===== src/design/dams_pkg.sv =====
// package: register offsets, field positions, reset values, carriers
package dams_pkg;
    // ******
    // register indices on the access port
    // ******
    localparam logic [7:0] SHADOW_CONTROL_IDX   = 8'hB5;
    localparam logic [7:0] SEG_ENABLE_LO_IDX    = 8'hB6;
    localparam logic [7:0] SEG_ENABLE_HI_IDX    = 8'hB7;
    localparam logic [7:0] WINDOW_SELECT_IDX    = 8'hB8;
    localparam logic [7:0] SPLIT_ADDRESS_IDX    = 8'hB9;
    localparam logic [7:0] EXP_PAGE_BASE_IDX    = 8'hC0;
    localparam logic [7:0] BAD_BLOCK_BASE_IDX   = 8'hC8;
    localparam logic [7:0] GOOD_SEGMENT_IDX     = 8'hD0;
    localparam logic [7:0] RECOVERY_BASE_IDX    = 8'hD4;
    localparam logic [7:0] BANK_CONFIG_IDX      = 8'hD9;
    localparam logic [7:0] SPLIT_CONTROL_IDX    = 8'hE1;
    // ******
    // field positions
    // ******
    localparam int PARITY_DISABLE_BIT = 0;
    localparam int ROM_ENABLE_BIT     = 1;
    localparam int BOUNDARY_512_BIT   = 2;
    localparam int SPLIT_DISABLE_BIT  = 3;
    localparam int EXP_ENABLE_BIT     = 7;
    localparam int PORT_PAR_EN_BIT    = 2;
    localparam int PORT_CHK_EN_BIT    = 3;
    localparam int PORT_PAR_ERR_BIT   = 7;
    // ******
    // reset values
    // ******
    localparam logic [7:0] SPLIT_CONTROL_RST  = 8'h02;
    localparam logic [7:0] SHADOW_CONTROL_RST = 8'h00;
    localparam logic [7:0] WINDOW_SELECT_RST  = 8'h04;
    localparam logic [7:0] SPLIT_ADDRESS_RST  = 8'h01;
    // ******
    // address map constants (byte addresses, 24-bit space)
    // ******
    localparam logic [23:0] ADDR_512K   = 24'h080000;
    localparam logic [23:0] ADDR_640K   = 24'h0A0000;
    localparam logic [23:0] ADDR_896K   = 24'h0E0000;
    localparam logic [23:0] ADDR_1M     = 24'h100000;
    localparam logic [23:0] SHADOW_LO   = 24'h0A0000;
    localparam logic [23:0] SHADOW_HI   = 24'h0DFFFF;
    localparam logic [23:0] WPROT_LO    = 24'h0C0000;
    localparam logic [23:0] ROM_LO      = 24'h0E0000;
    localparam logic [23:0] WINDOW_C0   = 24'h0C0000;
    localparam int          NUM_BAD     = 4;
    localparam int          NUM_PAGES   = 4;
    localparam int          NUM_SEGS    = 16;
    // ******
    // carriers
    // ******
    typedef struct packed {
        logic        valid;
        logic        write;
        logic        mem_io;
        logic [30:0] addr;
    } dams_req_s;
    typedef struct packed {
        logic        mem_io;
        logic        arb_grant;
        logic [3:0]  arb_level;
        logic        data_ctl;
        logic [30:2] addr;
    } dams_capture_s;
endpackage


===== src/design/dams_regfile.sv =====
// small register memory for page map and bad block entries
`timescale 1ns/100ps
module dams_regfile
    import dams_pkg::*;
#(
    parameter int WIDTH = 12,
    parameter int DEPTH = 8
) (
    input  wire logic                     i_clock,
    input  wire logic                     i_rst_n,
    input  wire logic                     i_wr_en,
    input  wire logic [$clog2(DEPTH)-1:0] i_wr_idx,
    input  wire logic [WIDTH-1:0]         i_wr_data,
    output logic      [DEPTH*WIDTH-1:0]   o_all
);
    // ******
    // storage
    // ******
    logic [WIDTH-1:0] mem_ff [DEPTH];
    logic [WIDTH-1:0] nxt_mem [DEPTH];

    // per-entry next value; all entries visible in parallel
    genvar g;
    generate
        for (g = 0; g < DEPTH; g++) begin : g_ent
            always_comb begin
                nxt_mem[g] = mem_ff[g];
                if (i_wr_en && (int'(i_wr_idx) == g)) begin
                    nxt_mem[g] = i_wr_data;
                end
            end
            always_ff @(posedge i_clock) begin
                if (!i_rst_n) begin
                    mem_ff[g] <= '0;
                end else begin
                    mem_ff[g] <= nxt_mem[g];
                end
            end
            assign o_all[g*WIDTH +: WIDTH] = mem_ff[g];
        end
    endgenerate
endmodule


===== src/design/dams_recovery.sv =====
// capture of the last command's address and control on channel error
`timescale 1ns/100ps
module dams_recovery
    import dams_pkg::*;
(
    input  wire logic          i_clock,
    input  wire logic          i_rst_n,
    input  wire logic          i_cmd_strobe,
    input  wire dams_capture_s i_cmd,
    input  wire logic          i_channel_error_n,
    output logic               o_held,
    output dams_capture_s      o_capture
);
    // ******
    // capture state
    // ******
    dams_capture_s last_ff;
    dams_capture_s nxt_last;
    dams_capture_s cap_ff;
    dams_capture_s nxt_cap;
    logic          held_ff;
    logic          nxt_held;

    // keep the previous command; freeze on first error until error clears
    always_comb begin
        nxt_last = last_ff;
        nxt_cap  = cap_ff;
        nxt_held = held_ff;
        if (!i_channel_error_n && !held_ff) begin
            nxt_cap  = last_ff;
            nxt_held = 1'b1;
        end else if (i_channel_error_n) begin
            nxt_held = 1'b0;
        end
        if (i_cmd_strobe && i_channel_error_n) begin
            nxt_last = i_cmd;
        end
    end

    always_ff @(posedge i_clock) begin
        if (!i_rst_n) begin
            last_ff <= '0;
            cap_ff  <= '0;
            held_ff <= 1'b0;
        end else begin
            last_ff <= nxt_last;
            cap_ff  <= nxt_cap;
            held_ff <= nxt_held;
        end
    end

    assign o_held    = held_ff;
    assign o_capture = cap_ff;
endmodule


===== src/design/dams_top.sv =====
// address map, shadow, expanded window, bad block and parity control
// ******
// Overview of operation
// - split relocates hidden RAM above 1MB
// - single bank works page mode only
// - rom enable zero stops board rom select
// - split control bit 3 disables split
// - split boundary select picks 640K or 512K
// - relocated block at megabyte 1 to 15
// - window page replaces A14 to A22
// - window base D0000 or C0000..CC000
// - page maps in the lower 8MB, A22 copying A21
// - four bad 16KB blocks remapped in segment
// - shadow A0000-DFFFF per 16K, else unusable outside the window
// - shadow control bits 4,5 enable shadow
// - shadow control bits 6,7 write protect
// - latch address and control on channel error
// - parity disable bit resets to zero
// - parity error sets port bit 7, NMI
// - banks 32 plus 4 parity, 256K/1M
// - interleave only matching pairs, bank2 page
// ******
`timescale 1ns/100ps
module dams_top
    import dams_pkg::*;
#(
    parameter int ADDR_W = 24
) (
    input  wire logic          i_clock,
    input  wire logic          i_rst_n,
    input  wire logic          i_reg_wr,
    input  wire logic          i_reg_rd,
    input  wire logic [7:0]    i_reg_idx,
    input  wire logic [7:0]    i_reg_wdata,
    output logic      [7:0]    o_reg_rdata,
    input  wire dams_req_s     i_req,
    input  wire logic          i_arb_grant_phase,
    input  wire logic [3:0]    i_arbitration_level_lines,
    input  wire logic          i_data_ctl,
    input  wire logic          i_channel_error_n,
    input  wire logic          i_external_mapper_select_n,
    input  wire logic          i_parity_error,
    input  wire logic          i_port61_wr,
    input  wire logic [7:0]    i_port61_wdata,
    output logic      [7:0]    o_port61_rdata,
    output logic               o_nmi,
    output logic [ADDR_W-1:0]  o_phys_addr,
    output logic               o_ram_select,
    output logic               o_ram_write_en,
    output logic               o_bios_rom_select_n,
    output logic [1:0]         o_bank_mode
);
    // ******
    // configuration registers
    // ******
    logic [7:0] split_control_ff, nxt_split_control;
    logic [7:0] shadow_control_ff, nxt_shadow_control;
    logic [7:0] seg_lo_ff, nxt_seg_lo;
    logic [7:0] seg_hi_ff, nxt_seg_hi;
    logic [7:0] window_sel_ff, nxt_window_sel;
    logic [3:0] split_addr_ff, nxt_split_addr;
    logic [5:0] good_seg_ff, nxt_good_seg;
    logic [7:0] bank_cfg_ff, nxt_bank_cfg;
    logic [7:0] port61_ff, nxt_port61;
    logic       nmi_ff, nxt_nmi;
    logic [7:0] rdata_ff, nxt_rdata;

    // sub-bits of the configuration
    logic parity_off, rom_en, bound_512, split_off, exp_en;
    assign parity_off = split_control_ff[PARITY_DISABLE_BIT];
    assign rom_en     = split_control_ff[ROM_ENABLE_BIT];
    assign bound_512  = split_control_ff[BOUNDARY_512_BIT];
    assign split_off  = split_control_ff[SPLIT_DISABLE_BIT];
    // external mapper pin low hands translation to the outside
    assign exp_en = window_sel_ff[EXP_ENABLE_BIT] &&
                    i_external_mapper_select_n;

    // ******
    // page map and bad block tables
    // ******
    logic        pg_wr, bb_wr;
    logic [1:0]  tbl_idx;
    logic [35:0] page_all;
    logic [39:0] bad_all;
    assign pg_wr   = i_reg_wr && (i_reg_idx[7:3] == EXP_PAGE_BASE_IDX[7:3])
                     && !i_reg_idx[2];
    assign bb_wr   = i_reg_wr && (i_reg_idx[7:3] == BAD_BLOCK_BASE_IDX[7:3])
                     && !i_reg_idx[2];
    assign tbl_idx = i_reg_idx[1:0];

    // page entries hold A22..A14; data byte with bit 7 repeated on top gives 9
    dams_regfile #(.WIDTH(9), .DEPTH(NUM_PAGES)) u_pages (
        .i_clock   (i_clock),
        .i_rst_n   (i_rst_n),
        .i_wr_en   (pg_wr),
        .i_wr_idx  (tbl_idx),
        .i_wr_data ({i_reg_wdata[7], i_reg_wdata}),
        .o_all     (page_all)
    );
    // bad block entries: valid, zero, block A21..A14 (low byte); index is slot
    dams_regfile #(.WIDTH(10), .DEPTH(NUM_BAD)) u_bad (
        .i_clock   (i_clock),
        .i_rst_n   (i_rst_n),
        .i_wr_en   (bb_wr),
        .i_wr_idx  (tbl_idx),
        .i_wr_data ({i_reg_wdata[7], 1'b0, i_reg_wdata}),
        .o_all     (bad_all)
    );

    // ******
    // channel error recovery
    // ******
    dams_capture_s cmd_now, cap;
    logic          cap_held;
    assign cmd_now = '{mem_io: i_req.mem_io, arb_grant: i_arb_grant_phase,
                       arb_level: i_arbitration_level_lines,
                       data_ctl: i_data_ctl, addr: i_req.addr[30:2]};
    dams_recovery u_recovery (
        .i_clock           (i_clock),
        .i_rst_n           (i_rst_n),
        .i_cmd_strobe      (i_req.valid),
        .i_cmd             (cmd_now),
        .i_channel_error_n (i_channel_error_n),
        .o_held            (cap_held),
        .o_capture         (cap)
    );

    // ******
    // register writes, port 61 and parity handling
    // ******
    logic par_enabled;
    // port bits 2,3 must be zero and parity check not disabled
    assign par_enabled = !parity_off && !port61_ff[PORT_PAR_EN_BIT] &&
                         !port61_ff[PORT_CHK_EN_BIT];
    always_comb begin
        nxt_split_control  = split_control_ff;
        nxt_shadow_control = shadow_control_ff;
        nxt_seg_lo         = seg_lo_ff;
        nxt_seg_hi         = seg_hi_ff;
        nxt_window_sel     = window_sel_ff;
        nxt_split_addr     = split_addr_ff;
        nxt_good_seg       = good_seg_ff;
        nxt_bank_cfg       = bank_cfg_ff;
        nxt_port61         = port61_ff;
        nxt_nmi            = nmi_ff;
        if (i_reg_wr) begin
            case (i_reg_idx)
                SPLIT_CONTROL_IDX:  nxt_split_control  = i_reg_wdata;
                SHADOW_CONTROL_IDX: nxt_shadow_control = i_reg_wdata;
                SEG_ENABLE_LO_IDX:  nxt_seg_lo         = i_reg_wdata;
                SEG_ENABLE_HI_IDX:  nxt_seg_hi         = i_reg_wdata;
                WINDOW_SELECT_IDX:  nxt_window_sel     = i_reg_wdata;
                SPLIT_ADDRESS_IDX:  nxt_split_addr     = i_reg_wdata[3:0];
                GOOD_SEGMENT_IDX:   nxt_good_seg       = i_reg_wdata[5:0];
                BANK_CONFIG_IDX:    nxt_bank_cfg       = i_reg_wdata;
                default: ;
            endcase
        end
        if (i_port61_wr) begin
            nxt_port61[6:0] = i_port61_wdata[6:0];
        end
        // writing a one to a clear bit drops the latched error
        if ((i_reg_wr && (i_reg_idx == SPLIT_CONTROL_IDX) &&
             i_reg_wdata[PARITY_DISABLE_BIT]) ||
            (i_port61_wr && i_port61_wdata[PORT_PAR_EN_BIT])) begin
            nxt_port61[PORT_PAR_ERR_BIT] = 1'b0;
            nxt_nmi = 1'b0;
        end
        // set wins over the clear in the same cycle
        if (i_parity_error && par_enabled) begin
            nxt_port61[PORT_PAR_ERR_BIT] = 1'b1;
            nxt_nmi = 1'b1;
        end
    end

    // ******
    // read mux; table entries and capture words are readable
    // ******
    always_comb begin
        nxt_rdata = rdata_ff;
        if (i_reg_rd) begin
            nxt_rdata = 8'h00;
            case (i_reg_idx)
                SPLIT_CONTROL_IDX:  nxt_rdata = split_control_ff;
                SHADOW_CONTROL_IDX: nxt_rdata = shadow_control_ff;
                SEG_ENABLE_LO_IDX:  nxt_rdata = seg_lo_ff;
                SEG_ENABLE_HI_IDX:  nxt_rdata = seg_hi_ff;
                WINDOW_SELECT_IDX:  nxt_rdata = window_sel_ff;
                SPLIT_ADDRESS_IDX:  nxt_rdata = {4'h0, split_addr_ff};
                GOOD_SEGMENT_IDX:   nxt_rdata = {2'h0, good_seg_ff};
                BANK_CONFIG_IDX:    nxt_rdata = {o_bank_mode,bank_cfg_ff[5:0]};
                RECOVERY_BASE_IDX:  nxt_rdata = {cap.addr[7:2], 2'h0};
                8'hD5:              nxt_rdata = cap.addr[15:8];
                8'hD6:              nxt_rdata = cap.addr[23:16];
                8'hD7:              nxt_rdata = {1'b0, cap.addr[30:24]};
                8'hD8:              nxt_rdata = {cap_held, cap.mem_io,
                                                 cap.arb_grant, cap.arb_level,
                                                 cap.data_ctl};
                default: begin
                    if (i_reg_idx[7:2] == EXP_PAGE_BASE_IDX[7:2]) begin
                        nxt_rdata = page_all[9*tbl_idx +: 8];
                    end else if (i_reg_idx[7:2] ==
                                 BAD_BLOCK_BASE_IDX[7:2]) begin
                        nxt_rdata = bad_all[10*tbl_idx +: 8];
                    end
                end
            endcase
        end
    end

    always_ff @(posedge i_clock) begin
        if (!i_rst_n) begin
            split_control_ff  <= SPLIT_CONTROL_RST;
            shadow_control_ff <= SHADOW_CONTROL_RST;
            seg_lo_ff         <= 8'h00;
            seg_hi_ff         <= 8'h00;
            window_sel_ff     <= WINDOW_SELECT_RST;
            split_addr_ff     <= SPLIT_ADDRESS_RST[3:0];
            good_seg_ff       <= 6'h00;
            bank_cfg_ff       <= 8'h00;
            port61_ff         <= 8'h00;
            nmi_ff            <= 1'b0;
            rdata_ff          <= 8'h00;
        end else begin
            split_control_ff  <= nxt_split_control;
            shadow_control_ff <= nxt_shadow_control;
            seg_lo_ff         <= nxt_seg_lo;
            seg_hi_ff         <= nxt_seg_hi;
            window_sel_ff     <= nxt_window_sel;
            split_addr_ff     <= nxt_split_addr;
            good_seg_ff       <= nxt_good_seg;
            bank_cfg_ff       <= nxt_bank_cfg;
            port61_ff         <= nxt_port61;
            nmi_ff            <= nxt_nmi;
            rdata_ff          <= nxt_rdata;
        end
    end

    // ******
    // address translation, purely combinational per request
    // ******
    logic [23:0] a, pa;
    logic        hole, in_shadow, seg_on, rom_area, wprot;
    logic [15:0] seg_en;
    logic [3:0]  seg_idx;
    logic [23:0] win_base, split_lo, relo_base;
    logic        in_win, hit_relo;
    logic [1:0]  page;
    logic [23:0] relo_off;
    assign a        = i_req.addr[23:0];
    assign seg_en   = {seg_hi_ff, seg_lo_ff};
    assign seg_idx  = 4'(a[17:14] - SHADOW_LO[17:14]);
    assign split_lo = bound_512 ? ADDR_512K : ADDR_640K;
    assign relo_base = {split_addr_ff, 20'h00000};
    assign relo_off  = 24'(a - relo_base);
    // window base: index 4 means D0000, 0..3 step 16K from C0000
    assign win_base = window_sel_ff[2] ? 24'h0D0000 :
                      24'(WINDOW_C0 + {8'h00, window_sel_ff[1:0], 14'h0000});
    assign in_win   = exp_en && (a >= win_base) &&
                      (a < 24'(win_base + 24'h010000));
    assign page     = 2'(a[15:14] - win_base[15:14]);
    assign hole      = (a >= ADDR_640K) && (a < ADDR_1M);
    assign in_shadow = (a >= SHADOW_LO) && (a <= SHADOW_HI);
    assign seg_on    = in_shadow && seg_en[seg_idx] &&
                       shadow_control_ff[4] && shadow_control_ff[5];
    assign rom_area  = a >= ROM_LO;
    assign wprot     = seg_on && (a >= WPROT_LO) &&
                       shadow_control_ff[6] && shadow_control_ff[7];
    // relocated block: 384K for 512K split, 256K for 640K split
    assign hit_relo  = !split_off && (split_addr_ff != 4'h0) &&
                       (relo_off < 24'(ADDR_896K - split_lo));

    always_comb begin
        pa = a;
        if (in_win) begin
            pa = {1'b0, page_all[9*page +: 9], a[13:0]};
        end else if (hit_relo) begin
            pa = 24'(split_lo + relo_off);
        end
        // bad block slot redirect into the low 64K of the good 256K segment
        for (int k = 0; k < NUM_BAD; k++) begin
            if (bad_all[10*k+9] && bad_all[10*k +: 8] == pa[21:14]) begin
                pa = {good_seg_ff, 2'b00, k[1:0], pa[13:0]};
            end
        end
    end

    // rom select only for E0000-FFFFF while rom enable is set
    assign o_bios_rom_select_n = !(i_req.valid && i_req.mem_io &&
                                   rom_en && rom_area && (a < ADDR_1M));
    // hole usable where shadowed, in the window, or E0000+ with rom off; split hides 640K-896K
    assign o_ram_select = i_req.valid && i_req.mem_io &&
                          (!hole || in_win || seg_on ||
                           (rom_area && !rom_en));
    assign o_ram_write_en = o_ram_select && i_req.write && !wprot;
    assign o_phys_addr    = ADDR_W'(pa);
    assign o_reg_rdata    = rdata_ff;
    assign o_port61_rdata = port61_ff;
    assign o_nmi          = nmi_ff;

    // ******
    // bank mode: type bits per bank 0 none,1 256K,2 1M
    // mode 0 normal, 1 page only, 2 interleave pair, 3 pair+page
    // ******
    logic [1:0] t0, t1, t2, t3;
    assign t0 = bank_cfg_ff[1:0];
    assign t1 = bank_cfg_ff[3:2];
    assign t2 = bank_cfg_ff[5:4];
    assign t3 = bank_cfg_ff[7:6];
    always_comb begin
        o_bank_mode = 2'h0;
        if (t0 != 2'h0 && t1 == 2'h0) begin
            o_bank_mode = 2'h1;
        end else if (t0 == t1 && t0 != 2'h0) begin
            o_bank_mode = (t2 != 2'h0 && t3 == 2'h0) ? 2'h3 : 2'h2;
        end else if (t0 != 2'h0) begin
            o_bank_mode = 2'h1;
        end
    end
endmodule


===== config.mk =====
export PLATFORM = sky130hd
export DESIGN_NAME = dams_top
export DESIGN_NICKNAME = d
export VERILOG_FILES = /design/src/design/dams_pkg.sv /design/src/design/dams_regfile.sv /design/src/design/dams_recovery.sv /design/src/design/dams_top.sv
export SDC_FILE = /design/constraint.sdc
export NUM_CORES = 1
export LEC_CHECK = 0
export BUFFER_PORTS_ARGS = -buffer_cell sky130_fd_sc_hd__buf_2
export CAP_MARGIN = 20
export CORE_MARGIN = 2
export CORE_UTILIZATION = 40
export DETAILED_ROUTE_END_ITERATION = 8
export PLACE_DENSITY = 0.57
export SLEW_MARGIN = 15
export SYNTH_ARGS = -nofsm -noshare
export SYNTH_HDL_FRONTEND = slang
export SYNTH_SLANG_ARGS = --single-unit

===== constraint.sdc =====
create_clock -name i_clock -period 8.44 [get_ports i_clock]
set_input_delay 1.266 -clock i_clock [delete_from_list [all_inputs] [get_ports i_clock]]
set_output_delay 1.266 -clock i_clock [all_outputs]
set_load 0.005 [all_outputs]

==> results.md <==
| Parameter | Value |
|:---|:---|
| Max Transition Viols Final | 0 |
| Tightest Pin Transition | 1.035 ns |
| Max VDD drop | 0.1602 mV |
| Power density of the placed cells | 177.8 nW/µm² |
| Max-Cap Viols | 0 |
| Total instance count after detailed placement | 1696 |
| Final Hold Violating Endpoints | 0 |
| Total area of multi-input combinational cells | 6581 µm² |
| Final sum of negative setup slack | 0 ns |
| Hold path cells | 2 |
| Clock tree from TritonCTS | yes |
| Setup repair after global routing missed its margin | no |
| Skew final | 0.01091 ns |
| Remaining DRCs | 0 |
| Worst Hold Class | reg2reg |
| Number of placed I/O pins | 118 |
| Via count of the routed design | 9881 |
| Number of core rows | 61 |
| All-Layer GR Usage | 24.35% |
| Startpoint of the worst-slack reg-to-reg timing path | u_bad.mem_ff[2][6]$_SDFFE_PN0P_ |
| Average routed wire per standard cell | 20.70 µm |
| Register share of total power | 44.2% |
| Detailed router's first-iteration violation count | 850 |
| Via density | 5.666 |
| Num CTS Buffers | 25 |
| Total number of H-tree levels | 1 |
| Full die area | 29620 µm² |
| Area growth syn-to-layout | 14.95% |
| Die span in x | 172.1 µm |
| Proportion of layout cells with a drive suffix above 1 | 17.57% |
| Routability Congestion | 0.9260 |
| Core Footprint | 27780 µm² |
| Yosys warning count | 0 |
| Net count of the finished layout | 1434 |
| HPWL reported at the end of detailed placement | 25.18 mm |
| Post-synthesis area per instance | 8.838 µm² |
| Initial antenna violation count | 2 |
| Sequential fraction of the synthesis area | 37.37% |
| Number of sinks on the clock net | 211 |
| Diodes inserted | 0 |
| Combinational cell fraction of total power | 8.4% |
| Wire length of the first global-routing pass | 55.14 mm |
| Post-CTS Hold Buffers | 0 |
| Final Non-Filler Cells | 1744 |
| Cell internal power dissipation | 1751 µW |
| Leak | 0.004947 µW |
| Startpoint of the tightest hold check path | u_recovery.last_ff[6]$_SDFFE_PN0P_ |
| Largest net degree at the start of global routing | 130 |
| Share of the core filled with cells | 46.77% |
| Pre-Repair DR Iteration Count | 9 |
| Register cell area after layout | 4224 µm² |
| Switching Power | 559.1 µW |
| Finish-stage setup viols | 0 |
| Detail Route Antenna Nets | 0 |
| Post-Synthesis Net Count | 1364 |
| Post-Syn Instances | 1279 |
| Total placed instance area | 12100 µm² |
| Crit path kind | in2out |
| Portion of the clock cycle consumed by the worst path in the final layout | 95.69% |
| Kind of start point of the critical path | primary input |
| GR Overflow Total | 0 |
| Worst setup EP type | primary output |
| Clock Root Buffer | clkbuf_16 |
| Net switching share of the total power | 24.21% |
| Relative contribution of the clock network to total power | 47.4% |
| Dominant register cell in the synthesized netlist | dfxtp_1 |
| Overall routed net length | 36.10 mm |
| Worst R2R Setup Slack | 6.39 ns |
| Filler Cells Inserted | 2771 |
| Tightest slew margin relative to the limit | 30.72% |
| Minimum period implied by the final worst setup slack | 8.076 ns |
| Endpoint of the most critical register-to-register path | o_reg_rdata[6]$_SDFFE_PN0P_ |
| Critical path arrival | 6.81 ns |
| Clock insertion delay at the later pin of the skew report | 0.53 ns |
| Flops & latches, synth | 211 |
| Number of cells traversed by the worst register-to-register path | 5 |
| Number of global-route vias before repair | 9170 |
| Port Buffer Count | 116 |
| Worst-case clock buffer depth | 3 |
| Count of flip-flops with a built-in enable after synthesis | 0 |
| Required time of the worst setup path | 7.17 ns |
| Synthesized area | 11300 µm² |
| Outcome | finished clean |
| Post-route worst hold slack | 0.4633 ns |
| End point of the most critical hold path | u_recovery.o_capture[6]$_SDFFE_PN0P_ |
| Initial standard-cell utilization of the core | 40.69% |
| Final non-filler cell area | 12990 µm² |
| Distinct cell type count after synthesis | 75 |
| Height of the die | 172.1 µm |
| Worst-path maximum fanout | 7 |
| Synth async-reset ratio | 0% |
| Clk slew on worst S/H paths | 0.06 ns |
| Highest achievable clock rate | 0.1238 GHz |
## per-stage QoR
step                      worst slack (ns)  power (µW)
after detailed placement            0.3565        1235
after global placement              0.4587        1233
final                               0.3638        2310
after floorplan                     0.3470        1159
after global routing               0.01569        2388
after CTS                           0.3396        2332
## logic make-up after synthesis
kind of cell | after synthesis | synth area share, %
buffers and inverters | 126 | 4.804
flip-flops | 211 | 37.37
XOR/XNOR | 24 | 1.860
AO/OA/AOI/OAI | 268 | 18.52
adder cells (fa/ha/maj) | 13 | 1.572
multiplexers | 117 | 13.47
AND/OR/NAND/NOR | 520 | 22.40
## flip-flops by register name, summed over array words and instances, names as in the netlist
name,cells
o_reg_rdata,8
shadow_control_ff,8
u_recovery.o_held,1
u_recovery.o_capture,36
o_port61_rdata,7
u_bad.mem_ff,32
split_control_ff,8
good_seg_ff,6
u_recovery.last_ff,36
u_pages.mem_ff,32
bank_cfg_ff,8
o_nmi,1
split_addr_ff,4
seg_lo_ff,8
seg_hi_ff,8
window_sel_ff,8
## critical path: stages
cell	delay, ns
buf_2	0.16
inv_1	0.09
ha_1	0.20
inv_1	0.07
fa_1	0.42
nor4b_1	0.26
o2111a_1	0.38
mux2i_1	0.11
o32a_1	0.45
xor2_1	0.17
a2111o_1	0.41
or2_1	0.31
or3_1	0.32
a211o_1	0.33
nor4_4	0.43
a21o_1	0.30
a211oi_1	0.15
a211oi_4	0.34
a31oi_2	0.19
mux2_4	0.32
buf_2	0.13
## area by class of cell
class	instances	share of cell area (%)
Clock buffer	37	5.701
Clock inverter	7	0.7126
Inverter	27	0.7800
Multi-Input combinational cell	943	50.65
Sequential cell	211	32.51
Tap cell	378	3.640
Timing Repair Buffer	141	6.009
## worst max path at each step
stage	startpoint	endpoint	slack, ns	cells after the start
detailed placement	i_req[14]	o_phys_addr[18]	0.36	19
CTS	i_req[14]	o_phys_addr[18]	0.34	19
finish	i_req[20]	o_phys_addr[18]	0.36	21
floorplan	i_req[14]	o_phys_addr[18]	0.35	19
global placement	i_req[20]	o_phys_addr[18]	0.46	21
global route	i_req[20]	o_phys_addr[18]	0.02	21
## metal layers
metal  vias to the layer above  part of all wire, %  GRT usage [%]
met5                         -                0.055              0
met4                         4                  3.1          6.978
met3                        63                  7.8          5.173
met2                       371                   43          37.77
met1                      4759                   46          34.14
li1                       4684                    -              -
## power groups by stage
| stage | sequential, µW | clock [µW] | combinational, µW |
|---|---|---|---|
| after floorplan | 1040 | 0 | 118 |
| after global placement | 1040 | 0 | 191 |
| after detailed placement | 1040 | 0 | 192 |
| after CTS | 1020 | 1120 | 192 |
| after global routing | 1020 | 1160 | 210 |
| final | 1020 | 1100 | 194 |
## what timing repair did
action / CTS / global route
setup endpoints to repair: 0 / 9
resized for setup: 0 / 4
setup buffers: 0 / 1
## cell usage in the layout (no fill, tap or decap), drive strengths merged, types with 16 or more instances in the layout
cell type	instances
nor2b	82
nand3	78
a22oi	16
mux2i	82
inv	29
nor2	26
clkbuf	37
mux4	27
buf	141
nand2	256
a21boi	139
a221oi	17
dfxtp	211
## synth_stat cells (3+ instances only)
cell type,n,area share [%]
nor3_1,11,0.49
nor4b_1,3,0.23
buf_4,16,1.1
nand3b_1,5,0.33
a2111o_1,3,0.30
nand2_1,256,8.5
nand2b_1,6,0.33
a21oi_1,12,0.53
clkbuf_1,75,2.5
xnor2_1,12,0.93
nor2b_1,82,4.5
nor4_1,7,0.39
a211o_1,3,0.23
ha_1,11,1.2
mux4_2,27,5.4
o21ai_0,9,0.40
or2_2,4,0.22
mux2i_1,82,7.3
nor2_1,26,0.86
and4_1,5,0.39
buf_1,5,0.17
o211ai_1,5,0.33
a211oi_1,5,0.33
a21boi_0,139,9.2
dfxtp_1,211,37
a221oi_1,16,1.2
nor3b_1,6,0.40
a2bb2oi_1,3,0.23
mux2_2,7,0.70
and2_1,8,0.44
nand3_1,78,3.5
nand4_1,4,0.22
a222oi_1,10,0.89
a22oi_1,16,1.1
inv_1,26,0.86
or3_1,5,0.28
xor2_1,12,0.93
and3_1,3,0.17
a31oi_1,10,0.55
o221ai_1,4,0.31
a22o_1,6,0.46
Power figures use the tool's default switching activity.
